**config.mk**
```make
export PLATFORM = sky130hd
export DESIGN_NAME = ips_unit
export DESIGN_NICKNAME = d
export VERILOG_FILES = /design/src/include/ips_pkg.sv /design/src/core/ips_unit.sv
export VERILOG_INCLUDE_DIRS = /design/src /design/src/include
export SDC_FILE = /design/constraint.sdc
export NUM_CORES = 1
export LEC_CHECK = 0
export BUFFER_PORTS_ARGS = -buffer_cell sky130_fd_sc_hd__buf_2
export CAP_MARGIN = 20
export CORE_MARGIN = 2
export CORE_UTILIZATION = 45
export CTS_CLUSTER_DIAMETER = 30
export DETAILED_ROUTE_END_ITERATION = 12
export GPL_TIMING_DRIVEN = 0
export PLACE_DENSITY = 0.74
export SLEW_MARGIN = 20
export SYNTH_ARGS = -nofsm -noshare
export SYNTH_HDL_FRONTEND = slang
export SYNTH_SLANG_ARGS = --single-unit
```
**constraint.sdc**
```tcl
create_clock -name pclk -period 25.2 [get_ports pclk]
set_input_delay 3.78 -clock pclk [delete_from_list [all_inputs] [get_ports pclk]]
set_output_delay 3.78 -clock pclk [all_outputs]
set_load 0.05 [all_outputs]
```
**src/include/ips_regs.svh**
```systemverilog
`ifndef IPS_REGS_SVH
`define IPS_REGS_SVH
// register byte offsets
`define IPS_OFF_UART_PRIO 12'h000
`define IPS_OFF_CAN_DMA_PRIO 12'h004
`define IPS_OFF_LVL_VEC_STAT 12'h008
`define IPS_OFF_CTRL_ONE 12'h00c
`define IPS_OFF_FLAGS 12'h010
`define IPS_OFF_ENABLES 12'h014
`define IPS_OFF_STAT_LOW 12'h018
`define IPS_OFF_TBLOCK 12'h01c
// priority field positions
`define IPS_SER2_LSB 8
`define IPS_SER1_LSB 4
`define IPS_CAN2_LSB 12
`define IPS_CAN1_LSB 8
`define IPS_CH7_LSB 4
`define IPS_CH6_LSB 0
// implemented bits of the priority registers
`define IPS_UART_MASK 16'h0770
`define IPS_CAN_DMA_MASK 16'h7777
// reset values: every priority field at level 4
`define IPS_PRIO_RST 3'h4
`define IPS_UART_RST 16'h0440
`define IPS_CAN_DMA_RST 16'h4444
// status register fields
`define IPS_STAT_LVL_LSB 8
// control register one
`define IPS_NEST_DIS_BIT 15
`define IPS_CTRL_MASK 16'h800f
// status low byte: level bits 3..1, bit 0 mirrors trap level
`define IPS_STAT_LOW_LVL_LSB 1
`define IPS_USER_MAX 4'h7
// trap levels and vector indices
`define IPS_TRAP_LVL0 4'hb
`define IPS_TRAP_LVL1 4'hc
`define IPS_TRAP_LVL2 4'hd
`define IPS_TRAP_LVL3 4'he
`define IPS_TRAP_VEC0 7'h01
`define IPS_TRAP_VEC1 7'h02
`define IPS_TRAP_VEC2 7'h03
`define IPS_TRAP_VEC3 7'h04
// user source vector indices (vector number minus eight)
`define IPS_VEC_SER1 7'h41
`define IPS_VEC_SER2 7'h42
`define IPS_VEC_CAN1 7'h46
`define IPS_VEC_CAN2 7'h47
`define IPS_VEC_CH6 7'h3d
`define IPS_VEC_CH7 7'h3e
// counts
`define IPS_NUM_USER 6
`define IPS_NUM_SRC 10
`define IPS_STACK_DEPTH 16
`endif

```
**src/include/ips_pkg.sv**
```systemverilog
package ips_pkg;
	typedef logic [3:0] ips_level_t;
	typedef logic [6:0] ips_vec_t;
	typedef logic [15:0] ips_word_t;
endpackage : ips_pkg

```
**src/core/ips_unit.sv**
```systemverilog
// What this block does
// - each priority field is 3 bits, 7 down to 1 are levels and 0 disables the source.
// - the serial error register holds port 2 in bits 10-8 and port 1 in bits 6-4, others zero.
// - the transmit/transfer register holds CAN 2 in bits 14-12 and CAN 1 in bits 10-8, bits 15 and 11 zero.
// - the same register holds channel 7 in bits 6-4 and channel 6 in bits 2-0, bits 7 and 3 zero.
// - unimplemented bits read zero and ignore writes.
// - every priority field resets to level 4.
// - status bits 11-8 show the new cpu level 0..15, bits 15-12 zero.
// - status bits 6-0 show the pending vector minus eight, bit 7 zero.
// - with nesting disable set no user interrupt pre-empts a running service.
// - a user source requests only when enabled, flagged and at a nonzero priority.
// - return from interrupt restores the previous cpu level saved at entry; a return in the same cycle as an acknowledge is ignored.
// - a cpu level of 7 set by or-ing 0x0e into the status low byte masks all user sources.
// - traps at levels 11 to 14 are masked only by a cpu level at or above their own, which only a taken trap sets.
// - the timed block holds off levels 1-6 for a set count while level 7 still interrupts.
//
// Decided for this implementation: the register offsets and register access over APB.
`timescale 1ns/1ns
`include "ips_regs.svh"
module ips_unit
(
	input wire logic pclk,
	input wire logic presetn,
	input wire logic psel,
	input wire logic penable,
	input wire logic pwrite,
	input wire logic [11:0] paddr,
	input wire logic [31:0] pwdata,
	output logic [31:0] prdata,
	output logic pready,
	output logic pslverr,
	input wire logic [5:0] src_event,
	input wire logic [3:0] trap_event,
	input wire logic cpu_ack,
	input wire logic cpu_return,
	output logic int_req,
	output logic [6:0] int_vector,
	output logic [3:0] int_level,
	output logic [3:0] cpu_level
);

	////////////////////////////////////////////////////////////////////////////
	// state
	ips_pkg::ips_word_t uart_reg, uart_next;
	ips_pkg::ips_word_t can_reg, can_next;
	ips_pkg::ips_word_t ctrl_reg, ctrl_next;
	logic [5:0] flag_reg, flag_next;
	logic [5:0] enable_reg, enable_next;
	ips_pkg::ips_word_t tblock_reg, tblock_next;
	ips_pkg::ips_level_t level_reg, level_next;
	// saved levels of nested services; levels only rise, so sixteen entries never wrap
	ips_pkg::ips_level_t stack_reg [`IPS_STACK_DEPTH];
	ips_pkg::ips_level_t stack_next [`IPS_STACK_DEPTH];
	logic [4:0] depth_reg, depth_next;
	logic req_reg, req_next;
	ips_pkg::ips_vec_t vec_reg, vec_next;
	ips_pkg::ips_level_t plvl_reg, plvl_next;
	logic [31:0] rdata_reg, rdata_next;
	logic ready_reg, ready_next;
	logic err_reg, err_next;

	////////////////////////////////////////////////////////////////////////////
	// source table
	ips_pkg::ips_level_t src_lvl [`IPS_NUM_SRC];
	ips_pkg::ips_vec_t src_vec [`IPS_NUM_SRC];
	logic [`IPS_NUM_SRC-1:0] src_raw;
	logic [`IPS_NUM_SRC-1:0] src_ok;

	// entries 0-5 are user sources in event bit order, 6-9 are the traps
	// user levels come straight from the 3-bit fields
	assign src_lvl[0] = {1'b0, uart_reg[`IPS_SER1_LSB +: 3]};
	assign src_lvl[1] = {1'b0, uart_reg[`IPS_SER2_LSB +: 3]};
	assign src_lvl[2] = {1'b0, can_reg[`IPS_CAN1_LSB +: 3]};
	assign src_lvl[3] = {1'b0, can_reg[`IPS_CAN2_LSB +: 3]};
	assign src_lvl[4] = {1'b0, can_reg[`IPS_CH6_LSB +: 3]};
	assign src_lvl[5] = {1'b0, can_reg[`IPS_CH7_LSB +: 3]};
	assign src_lvl[6] = `IPS_TRAP_LVL0;
	assign src_lvl[7] = `IPS_TRAP_LVL1;
	assign src_lvl[8] = `IPS_TRAP_LVL2;
	assign src_lvl[9] = `IPS_TRAP_LVL3;
	assign src_vec[0] = `IPS_VEC_SER1;
	assign src_vec[1] = `IPS_VEC_SER2;
	assign src_vec[2] = `IPS_VEC_CAN1;
	assign src_vec[3] = `IPS_VEC_CAN2;
	assign src_vec[4] = `IPS_VEC_CH6;
	assign src_vec[5] = `IPS_VEC_CH7;
	assign src_vec[6] = `IPS_TRAP_VEC0;
	assign src_vec[7] = `IPS_TRAP_VEC1;
	assign src_vec[8] = `IPS_TRAP_VEC2;
	assign src_vec[9] = `IPS_TRAP_VEC3;

	// raw request: user needs flag and enable; trap needs its flag only
	assign src_raw[5:0] = flag_reg & enable_reg;
	assign src_raw[9:6] = ctrl_reg[3:0];

	////////////////////////////////////////////////////////////////////////////
	// per-source eligibility
	genvar gi;
	generate
		for (gi = 0; gi < `IPS_NUM_SRC; gi++)
		begin : g_elig
			logic is_user;
			logic nest_block;
			logic timed_block;
			// traps sit above every user level, so the level alone tells them apart
			assign is_user = (src_lvl[gi] <= `IPS_USER_MAX);
			// with nesting disable set, a running service is not pre-empted by user sources
			assign nest_block = is_user && ctrl_reg[`IPS_NEST_DIS_BIT] && (depth_reg != 5'h00);
			// timed block holds off levels below 7 only
			assign timed_block = (tblock_reg != 16'h0000) && (src_lvl[gi] < `IPS_USER_MAX);
			// a zero level never passes, whatever the cpu level
			// strict compare against cpu level; traps exceed any user level
			assign src_ok[gi] = src_raw[gi] && (src_lvl[gi] != 4'h0) && (src_lvl[gi] > level_reg)
				&& !nest_block && !timed_block;
		end
	endgenerate

	////////////////////////////////////////////////////////////////////////////
	// arbitration: highest level, then lowest vector
	logic any_ok;
	logic offer;
	ips_pkg::ips_level_t best_lvl;
	ips_pkg::ips_vec_t best_vec;
	always_comb
	begin
		any_ok = 1'b0;
		best_lvl = 4'h0;
		best_vec = 7'h00;
		// on a tie the vector compare keeps the lower vector, whatever its place in the table
		for (int i = 0; i < `IPS_NUM_SRC; i++)
		begin
			if (src_ok[i] && (!any_ok || (src_lvl[i] > best_lvl)
				|| ((src_lvl[i] == best_lvl) && (src_vec[i] < best_vec))))
			begin
				any_ok = 1'b1;
				best_lvl = src_lvl[i];
				best_vec = src_vec[i];
			end
		end
	end

	////////////////////////////////////////////////////////////////////////////
	// apb decode
	logic setup_ph;
	logic wr_en;
	logic addr_hit;
	assign setup_ph = psel && !penable;
	// a write lands only at the access edge and never at an unmapped address
	assign wr_en = psel && penable && ready_reg && pwrite && !err_reg;
	always_comb
	begin
		unique case (paddr)
			`IPS_OFF_UART_PRIO, `IPS_OFF_CAN_DMA_PRIO, `IPS_OFF_LVL_VEC_STAT, `IPS_OFF_CTRL_ONE,
			`IPS_OFF_FLAGS, `IPS_OFF_ENABLES, `IPS_OFF_STAT_LOW, `IPS_OFF_TBLOCK: addr_hit = 1'b1;
			default: addr_hit = 1'b0;
		endcase
	end

	////////////////////////////////////////////////////////////////////////////
	// next state of registers, level stack and request outputs
	always_comb
	begin
		uart_next = uart_reg;
		can_next = can_reg;
		ctrl_next = ctrl_reg;
		flag_next = flag_reg;
		enable_next = enable_reg;
		tblock_next = tblock_reg;
		level_next = level_reg;
		depth_next = depth_reg;
		for (int i = 0; i < `IPS_STACK_DEPTH; i++)
		begin
			stack_next[i] = stack_reg[i];
		end
		// timed block counts down once per clock
		// a write of zero below ends the block at once
		if (tblock_reg != 16'h0000)
		begin
			tblock_next = tblock_reg - 16'h0001;
		end
		// software writes; flag bits clear on writing one
		if (wr_en)
		begin
			unique case (paddr)
				`IPS_OFF_UART_PRIO: uart_next = pwdata[15:0] & `IPS_UART_MASK;
				`IPS_OFF_CAN_DMA_PRIO: can_next = pwdata[15:0] & `IPS_CAN_DMA_MASK;
				`IPS_OFF_CTRL_ONE:
				begin
					// trap flags clear on a written one, nesting disable takes the written bit
					ctrl_next = (ctrl_reg & 16'h000f & ~pwdata[15:0]) | (pwdata[15:0] & `IPS_CTRL_MASK & 16'h8000);
				end
				`IPS_OFF_FLAGS: flag_next = flag_reg & ~pwdata[5:0];
				`IPS_OFF_ENABLES: enable_next = pwdata[5:0];
				`IPS_OFF_STAT_LOW: level_next = {level_reg[3], pwdata[`IPS_STAT_LOW_LVL_LSB +: 3]};
				`IPS_OFF_TBLOCK: tblock_next = pwdata[15:0];
				default: ;
			endcase
		end
		// events set flags after any clear, so the set wins
		flag_next = flag_next | src_event;
		ctrl_next[3:0] = ctrl_next[3:0] | trap_event;
		// return pops the saved level
		// a return together with an acknowledge is ignored, the entry wins
		if (cpu_return && !cpu_ack && (depth_reg != 5'h00))
		begin
			level_next = stack_reg[depth_reg[3:0] - 4'h1];
			depth_next = depth_reg - 5'h01;
		end
		// acceptance pushes the old level and raises the cpu to the taken level
		if (cpu_ack && req_reg)
		begin
			stack_next[depth_reg[3:0]] = level_reg;
			depth_next = depth_reg + 5'h01;
			level_next = plvl_reg;
		end
		// offer only what stands above the level of the next cycle, so a raised cpu
		// level withdraws the request at the same edge instead of one cycle late
		offer = any_ok && (best_lvl > level_next);
		req_next = offer && !cpu_ack;
		vec_next = offer ? best_vec : 7'h00;
		plvl_next = offer ? best_lvl : 4'h0;
	end

	////////////////////////////////////////////////////////////////////////////
	// next state of the bus answer
	always_comb
	begin
		rdata_next = 32'h0000_0000;
		// read data is caught at setup and stands through the one access cycle
		ready_next = setup_ph;
		err_next = setup_ph && !addr_hit;
		if (setup_ph && !pwrite)
		begin
			unique case (paddr)
				`IPS_OFF_UART_PRIO: rdata_next[15:0] = uart_reg;
				`IPS_OFF_CAN_DMA_PRIO: rdata_next[15:0] = can_reg;
				`IPS_OFF_LVL_VEC_STAT: rdata_next[15:0] = {4'h0, plvl_reg, 1'b0, vec_reg};
				`IPS_OFF_CTRL_ONE: rdata_next[15:0] = ctrl_reg;
				`IPS_OFF_FLAGS: rdata_next[5:0] = flag_reg;
				`IPS_OFF_ENABLES: rdata_next[5:0] = enable_reg;
				`IPS_OFF_STAT_LOW: rdata_next[3:0] = {level_reg[2:0], level_reg[3]};
				`IPS_OFF_TBLOCK: rdata_next[15:0] = tblock_reg;
				default: ;
			endcase
		end
	end

	////////////////////////////////////////////////////////////////////////////
	// registers
	always_ff @(posedge pclk or negedge presetn)
	begin
		if (!presetn)
		begin
			uart_reg <= `IPS_UART_RST;
			can_reg <= `IPS_CAN_DMA_RST;
			ctrl_reg <= 16'h0000;
			flag_reg <= 6'h00;
			enable_reg <= 6'h00;
			tblock_reg <= 16'h0000;
			level_reg <= 4'h0;
			depth_reg <= 5'h00;
			for (int i = 0; i < `IPS_STACK_DEPTH; i++)
			begin
				stack_reg[i] <= 4'h0;
			end
			req_reg <= 1'b0;
			vec_reg <= 7'h00;
			plvl_reg <= 4'h0;
			rdata_reg <= 32'h0000_0000;
			ready_reg <= 1'b0;
			err_reg <= 1'b0;
		end
		else
		begin
			uart_reg <= uart_next;
			can_reg <= can_next;
			ctrl_reg <= ctrl_next;
			flag_reg <= flag_next;
			enable_reg <= enable_next;
			tblock_reg <= tblock_next;
			level_reg <= level_next;
			depth_reg <= depth_next;
			for (int i = 0; i < `IPS_STACK_DEPTH; i++)
			begin
				stack_reg[i] <= stack_next[i];
			end
			req_reg <= req_next;
			vec_reg <= vec_next;
			plvl_reg <= plvl_next;
			rdata_reg <= rdata_next;
			ready_reg <= ready_next;
			err_reg <= err_next;
		end
	end

	////////////////////////////////////////////////////////////////////////////
	// outputs straight from flip-flops
	assign prdata = rdata_reg;
	assign pready = ready_reg;
	assign pslverr = err_reg;
	assign int_req = req_reg;
	assign int_vector = vec_reg;
	assign int_level = plvl_reg;
	assign cpu_level = level_reg;

endmodule : ips_unit

```
==> impl_metrics.py <==
metrics = {
    "setup_path": {
        "startpoint_type": "flop",
        "end_kind": "flop",
        "cp_num_buf_inv": 5,
        "ff2ff_setup_slack_ns": 12.64,
        "crit_slowest_cell": "or4b_1",
        "worstPathRequired_ns": 25.51,
        "cp_slowest_stage_delay_ns": 0.55,
        "cp_max_fo": 10,
        "critPathArrivalTime_ns": 12.87,
        "crit_type": "flop to flop",
        "cp_top_family": "compound AO/OA/AOI/OAI gates",
    },
    "sta": {
        "min_period_ns": 12.56,
        "final_max_slew_viol_count": 0,
        "worst_pin_slew_ns": 0.903,
        "hold_violations": 0,
        "max_freq_mhz": 79.6,
        "maxSlewHeadroom_pct": 39.0,
        "skew_ns": 0.00872,
        "rsz0062_at_grt": "false",
        "setup_viol": 0,
        "setup_tns_ns": 0,
        "post-route-period-util_pct": 49.8,
    },
    "clocking": {
        "clkTransAtPathRegs_ns": 0.07,
        "cts_buffers": 17,
        "cts.sinks": 152,
        "clkLatencyLatePin_ns": 0.44,
        "clockBufferDepth": 2,
        "clockRootBuffer": "clkbuf_16",
        "cts-htree-levels": 4,
        "cts_resized": 0,
        "hold_buffers": 0,
        "cts_setup_buffers": 0,
        "cts_tree": "yes",
    },
    "floorplanning": {
        "fp.dieW_um": 143,
        "core_area_um2": 18800,
        "start_util_pct": 46.2,
        "dieArea_um2": 20500,
        "boundaryPins": 111,
        "die_h_um": 143,
        "core.rowCount": 50,
    },
    "power": {
        "total_power_uw": 930,
        "sw_frac_of_total_pct": 39.2,
        "power_switching_uw": 365,
        "vdd_drop_max_mv": 0.0488,
        "p_leak_nw": 4.38,
        "pwr-share-seq_pct": 36.6,
        "pwr_density_cell_nw_per_um2": 91.9,
        "p_int_uw": 565,
        "combPwrFrac_pct": 35.4,
        "pwr-share-clk_pct": 28.1,
    },
    "grt": {
        "grt.overflow.total": 0,
        "grt_max_degree": 94,
        "grt_pass1_vias": 6805,
        "grt_pass1_wl_mm": 38.0,
        "antenna_found_initial": 0,
        "track_usage_pct": 24.4,
    },
    "logic_synthesis": {
        "yosysWarnings": 0,
        "synthCells": 864,
        "synth_top_flop_cell": "dfrtp_1",
        "synthArstFlopShare_pct": 100,
        "yosysUniqueCellTypes": 75,
        "yosysSeqAreaShare_pct": 43.8,
        "synth_edf_count": 0,
        "ys_ff_latch": 152,
        "synth.cell_area_um2": 8710,
        "avgSynthCellArea_um2": 10.1,
    },
    "routing": {
        "wl_met3_mm": 1.87,
        "dr_wl_met2_mm": 11.1,
        "routed_wl_mm": 23.9,
        "drtAntennaViolNets": 0,
        "via_per_inst": 5.75,
        "drc": 0,
        "top_layer": "met4",
        "firstDrtPassIters": 5,
        "avgRoutedWirePerCell_um": 19.1,
        "drtIter0Drc": 697,
        "wl_met1_mm": 10.3,
        "via_count": 7191,
    },
    "min_path": {
        "min_path_type": "flop to flop",
    },
    "place": {
        "dpl.hpwl_mm": 17.9,
        "port_buffers": 78,
        "place_congestion": 0.932,
    },
    "cells_and_area": {
        "nets": 1085,
        "regArea_um2": 3810,
        "antennaDiodeCount": 0,
        "nFillCells": 1641,
        "multiInputGateArea_um2": 4610,
        "area_growth_pct": 16.3,
        "largest_reg_flops": 64,
        "drive_gt1_share_pct": 21.8,
    },
    "status": {
        "status": "complete, no violations",
    },
    "job": {
        "cap_violations": 0,
    },
}
## through the flow
step / instances / utilization [%] / hold WS [ns] / setup slack, ns / area [um^2]
finish: 1250 / 53.8 / 0.477 / 12.64 / 10100
global route: 1250 / 53.8 / 0.505 / 11.80 / 10100
CTS: 1250 / 53.8 / 0.481 / 12.72 / 10100
detailed placement: 1218 / 50.6 / 0.465 / 12.76 / 9520
global placement: 1217 / 50.3 / 0.457 / 12.96 / 9480
floorplan: 879 / - / 0.440 / 14.67 / 8760
## layout make-up
cell class,count,share of cell area (%)
repair buffers,79,4.23
inverters,25,0.927
flip-flops and latches,152,37.6
well taps,260,3.21
clock buffers,17,4.20
plain buffers,46,2.56
multi-input cells,656,45.5
clock inverters,15,1.73
## synth_stat cells, drive strengths merged (2+ instances only)
cell type,instances,area share [%]
a22o,2,0.20
nor4,10,0.72
or4b,2,0.23
nor2,32,1.4
dfstp,6,1.8
o21a,10,0.86
or4,4,0.39
o211ai,3,0.26
a21o,20,1.7
and2,9,0.65
nand3,18,1.2
o311ai,7,0.70
a21oi,25,1.4
nand4,3,0.22
a211oi,10,0.92
mux2,43,5.6
a311oi,5,0.65
a31oi,12,0.86
a211o,2,0.20
mux4,16,4.1
dfrtp,146,42
buf,26,2.1
ha,46,6.6
xnor2,12,1.2
xor2,7,0.70
inv,25,1.1
o21ba,2,0.23
nand2,135,5.8
a21boi,2,0.17
and3,7,0.50
o22ai,2,0.14
a22oi,28,2.5
or3,4,0.29
nand2b,8,0.57
nor3,13,0.75
mux2i,7,0.80
o21ai,91,5.4
clkbuf,20,0.86
a41oi,4,0.49
a32oi,2,0.20
nor2b,18,1.3
## worst min-delay path, delay by kind of cell, from the launching register on
kind            cells  cell delay, ns
flops               1            0.34
simple gates        1            0.04
compound gates      1            0.06
## per-layer routing
layer,vias to the layer above,GRT usage [%]
met5,-,0
met4,0,9.22
met1,3507,34.4
met3,42,4.69
met2,290,37.4
li1,3352,-
## placed cells by master (no fill, tap or decap), types with 6 or more instances in the layout
| cell | instances |
|---|---|
| nor3_1 | 13 |
| dfrtp_1 | 146 |
| a22oi_1 | 27 |
| a211oi_1 | 9 |
| nor2_1 | 32 |
| clkbuf_16 | 17 |
| a21o_1 | 20 |
| nor4_1 | 9 |
| buf_4 | 18 |
| dfstp_2 | 6 |
| nand3_1 | 17 |
| mux4_2 | 16 |
| xor2_1 | 7 |
| o21ai_0 | 85 |
| ha_1 | 46 |
| nand2_1 | 135 |
| conb_1 | 16 |
| mux2i_1 | 7 |
| mux2_2 | 43 |
| nor2b_1 | 18 |
| xnor2_1 | 12 |
| clkbuf_1 | 20 |
| and2_1 | 9 |
| and3_1 | 7 |
| inv_6 | 6 |
| a31oi_1 | 12 |
| o21a_1 | 10 |
| o311ai_0 | 7 |
| a21oi_1 | 25 |
| buf_2 | 80 |
| inv_1 | 25 |
| nand2b_1 | 8 |
## worst paths after layout
check,startpoint,end,depth (start not counted)
max reg2reg,depth_reg[0]$_DFFE_PN0P_,int_vector[6]$_DFF_PN0_,56
min reg2reg,stack_reg[2]$_DFFE_PN0P_,stack_reg[2]$_DFFE_PN0P_,2
max,depth_reg[0]$_DFFE_PN0P_,int_vector[6]$_DFF_PN0_,56
min,stack_reg[2]$_DFFE_PN0P_,stack_reg[2]$_DFFE_PN0P_,2
max in group asynchronous,presetn,can_reg[14]$_DFFE_PN1P_,2
min in group asynchronous,presetn,stack_reg[52]$_DFFE_PN0P_,1
## cells by family after synthesis
logic type                 Yosys count  share of synthesized area (%)
muxes                               66                           10.5
other                                1                         0.0431
and+or+nand+nor                    269                           14.6
buffers and inverters               71                           4.05
adders and majority gates           47                           6.84
DFF                                152                           43.8
AOI/OAI and AO/OA                  239                           18.3
xor gates and xnor gates            19                           1.91
## power by group through the flow
stage / clock [mW] / sequential (mW) / combinational [mW]
6_report: 0.261 / 0.340 / 0.329
3_3_place_gp: 0 / 0.340 / 0.313
2_1_floorplan: 0 / 0.351 / 0.215
5_1_grt: 0.274 / 0.346 / 0.363
4_1_cts: 0.263 / 0.339 / 0.328
3_5_place_dp: 0 / 0.343 / 0.325
Power figures use the tool's default switching activity.
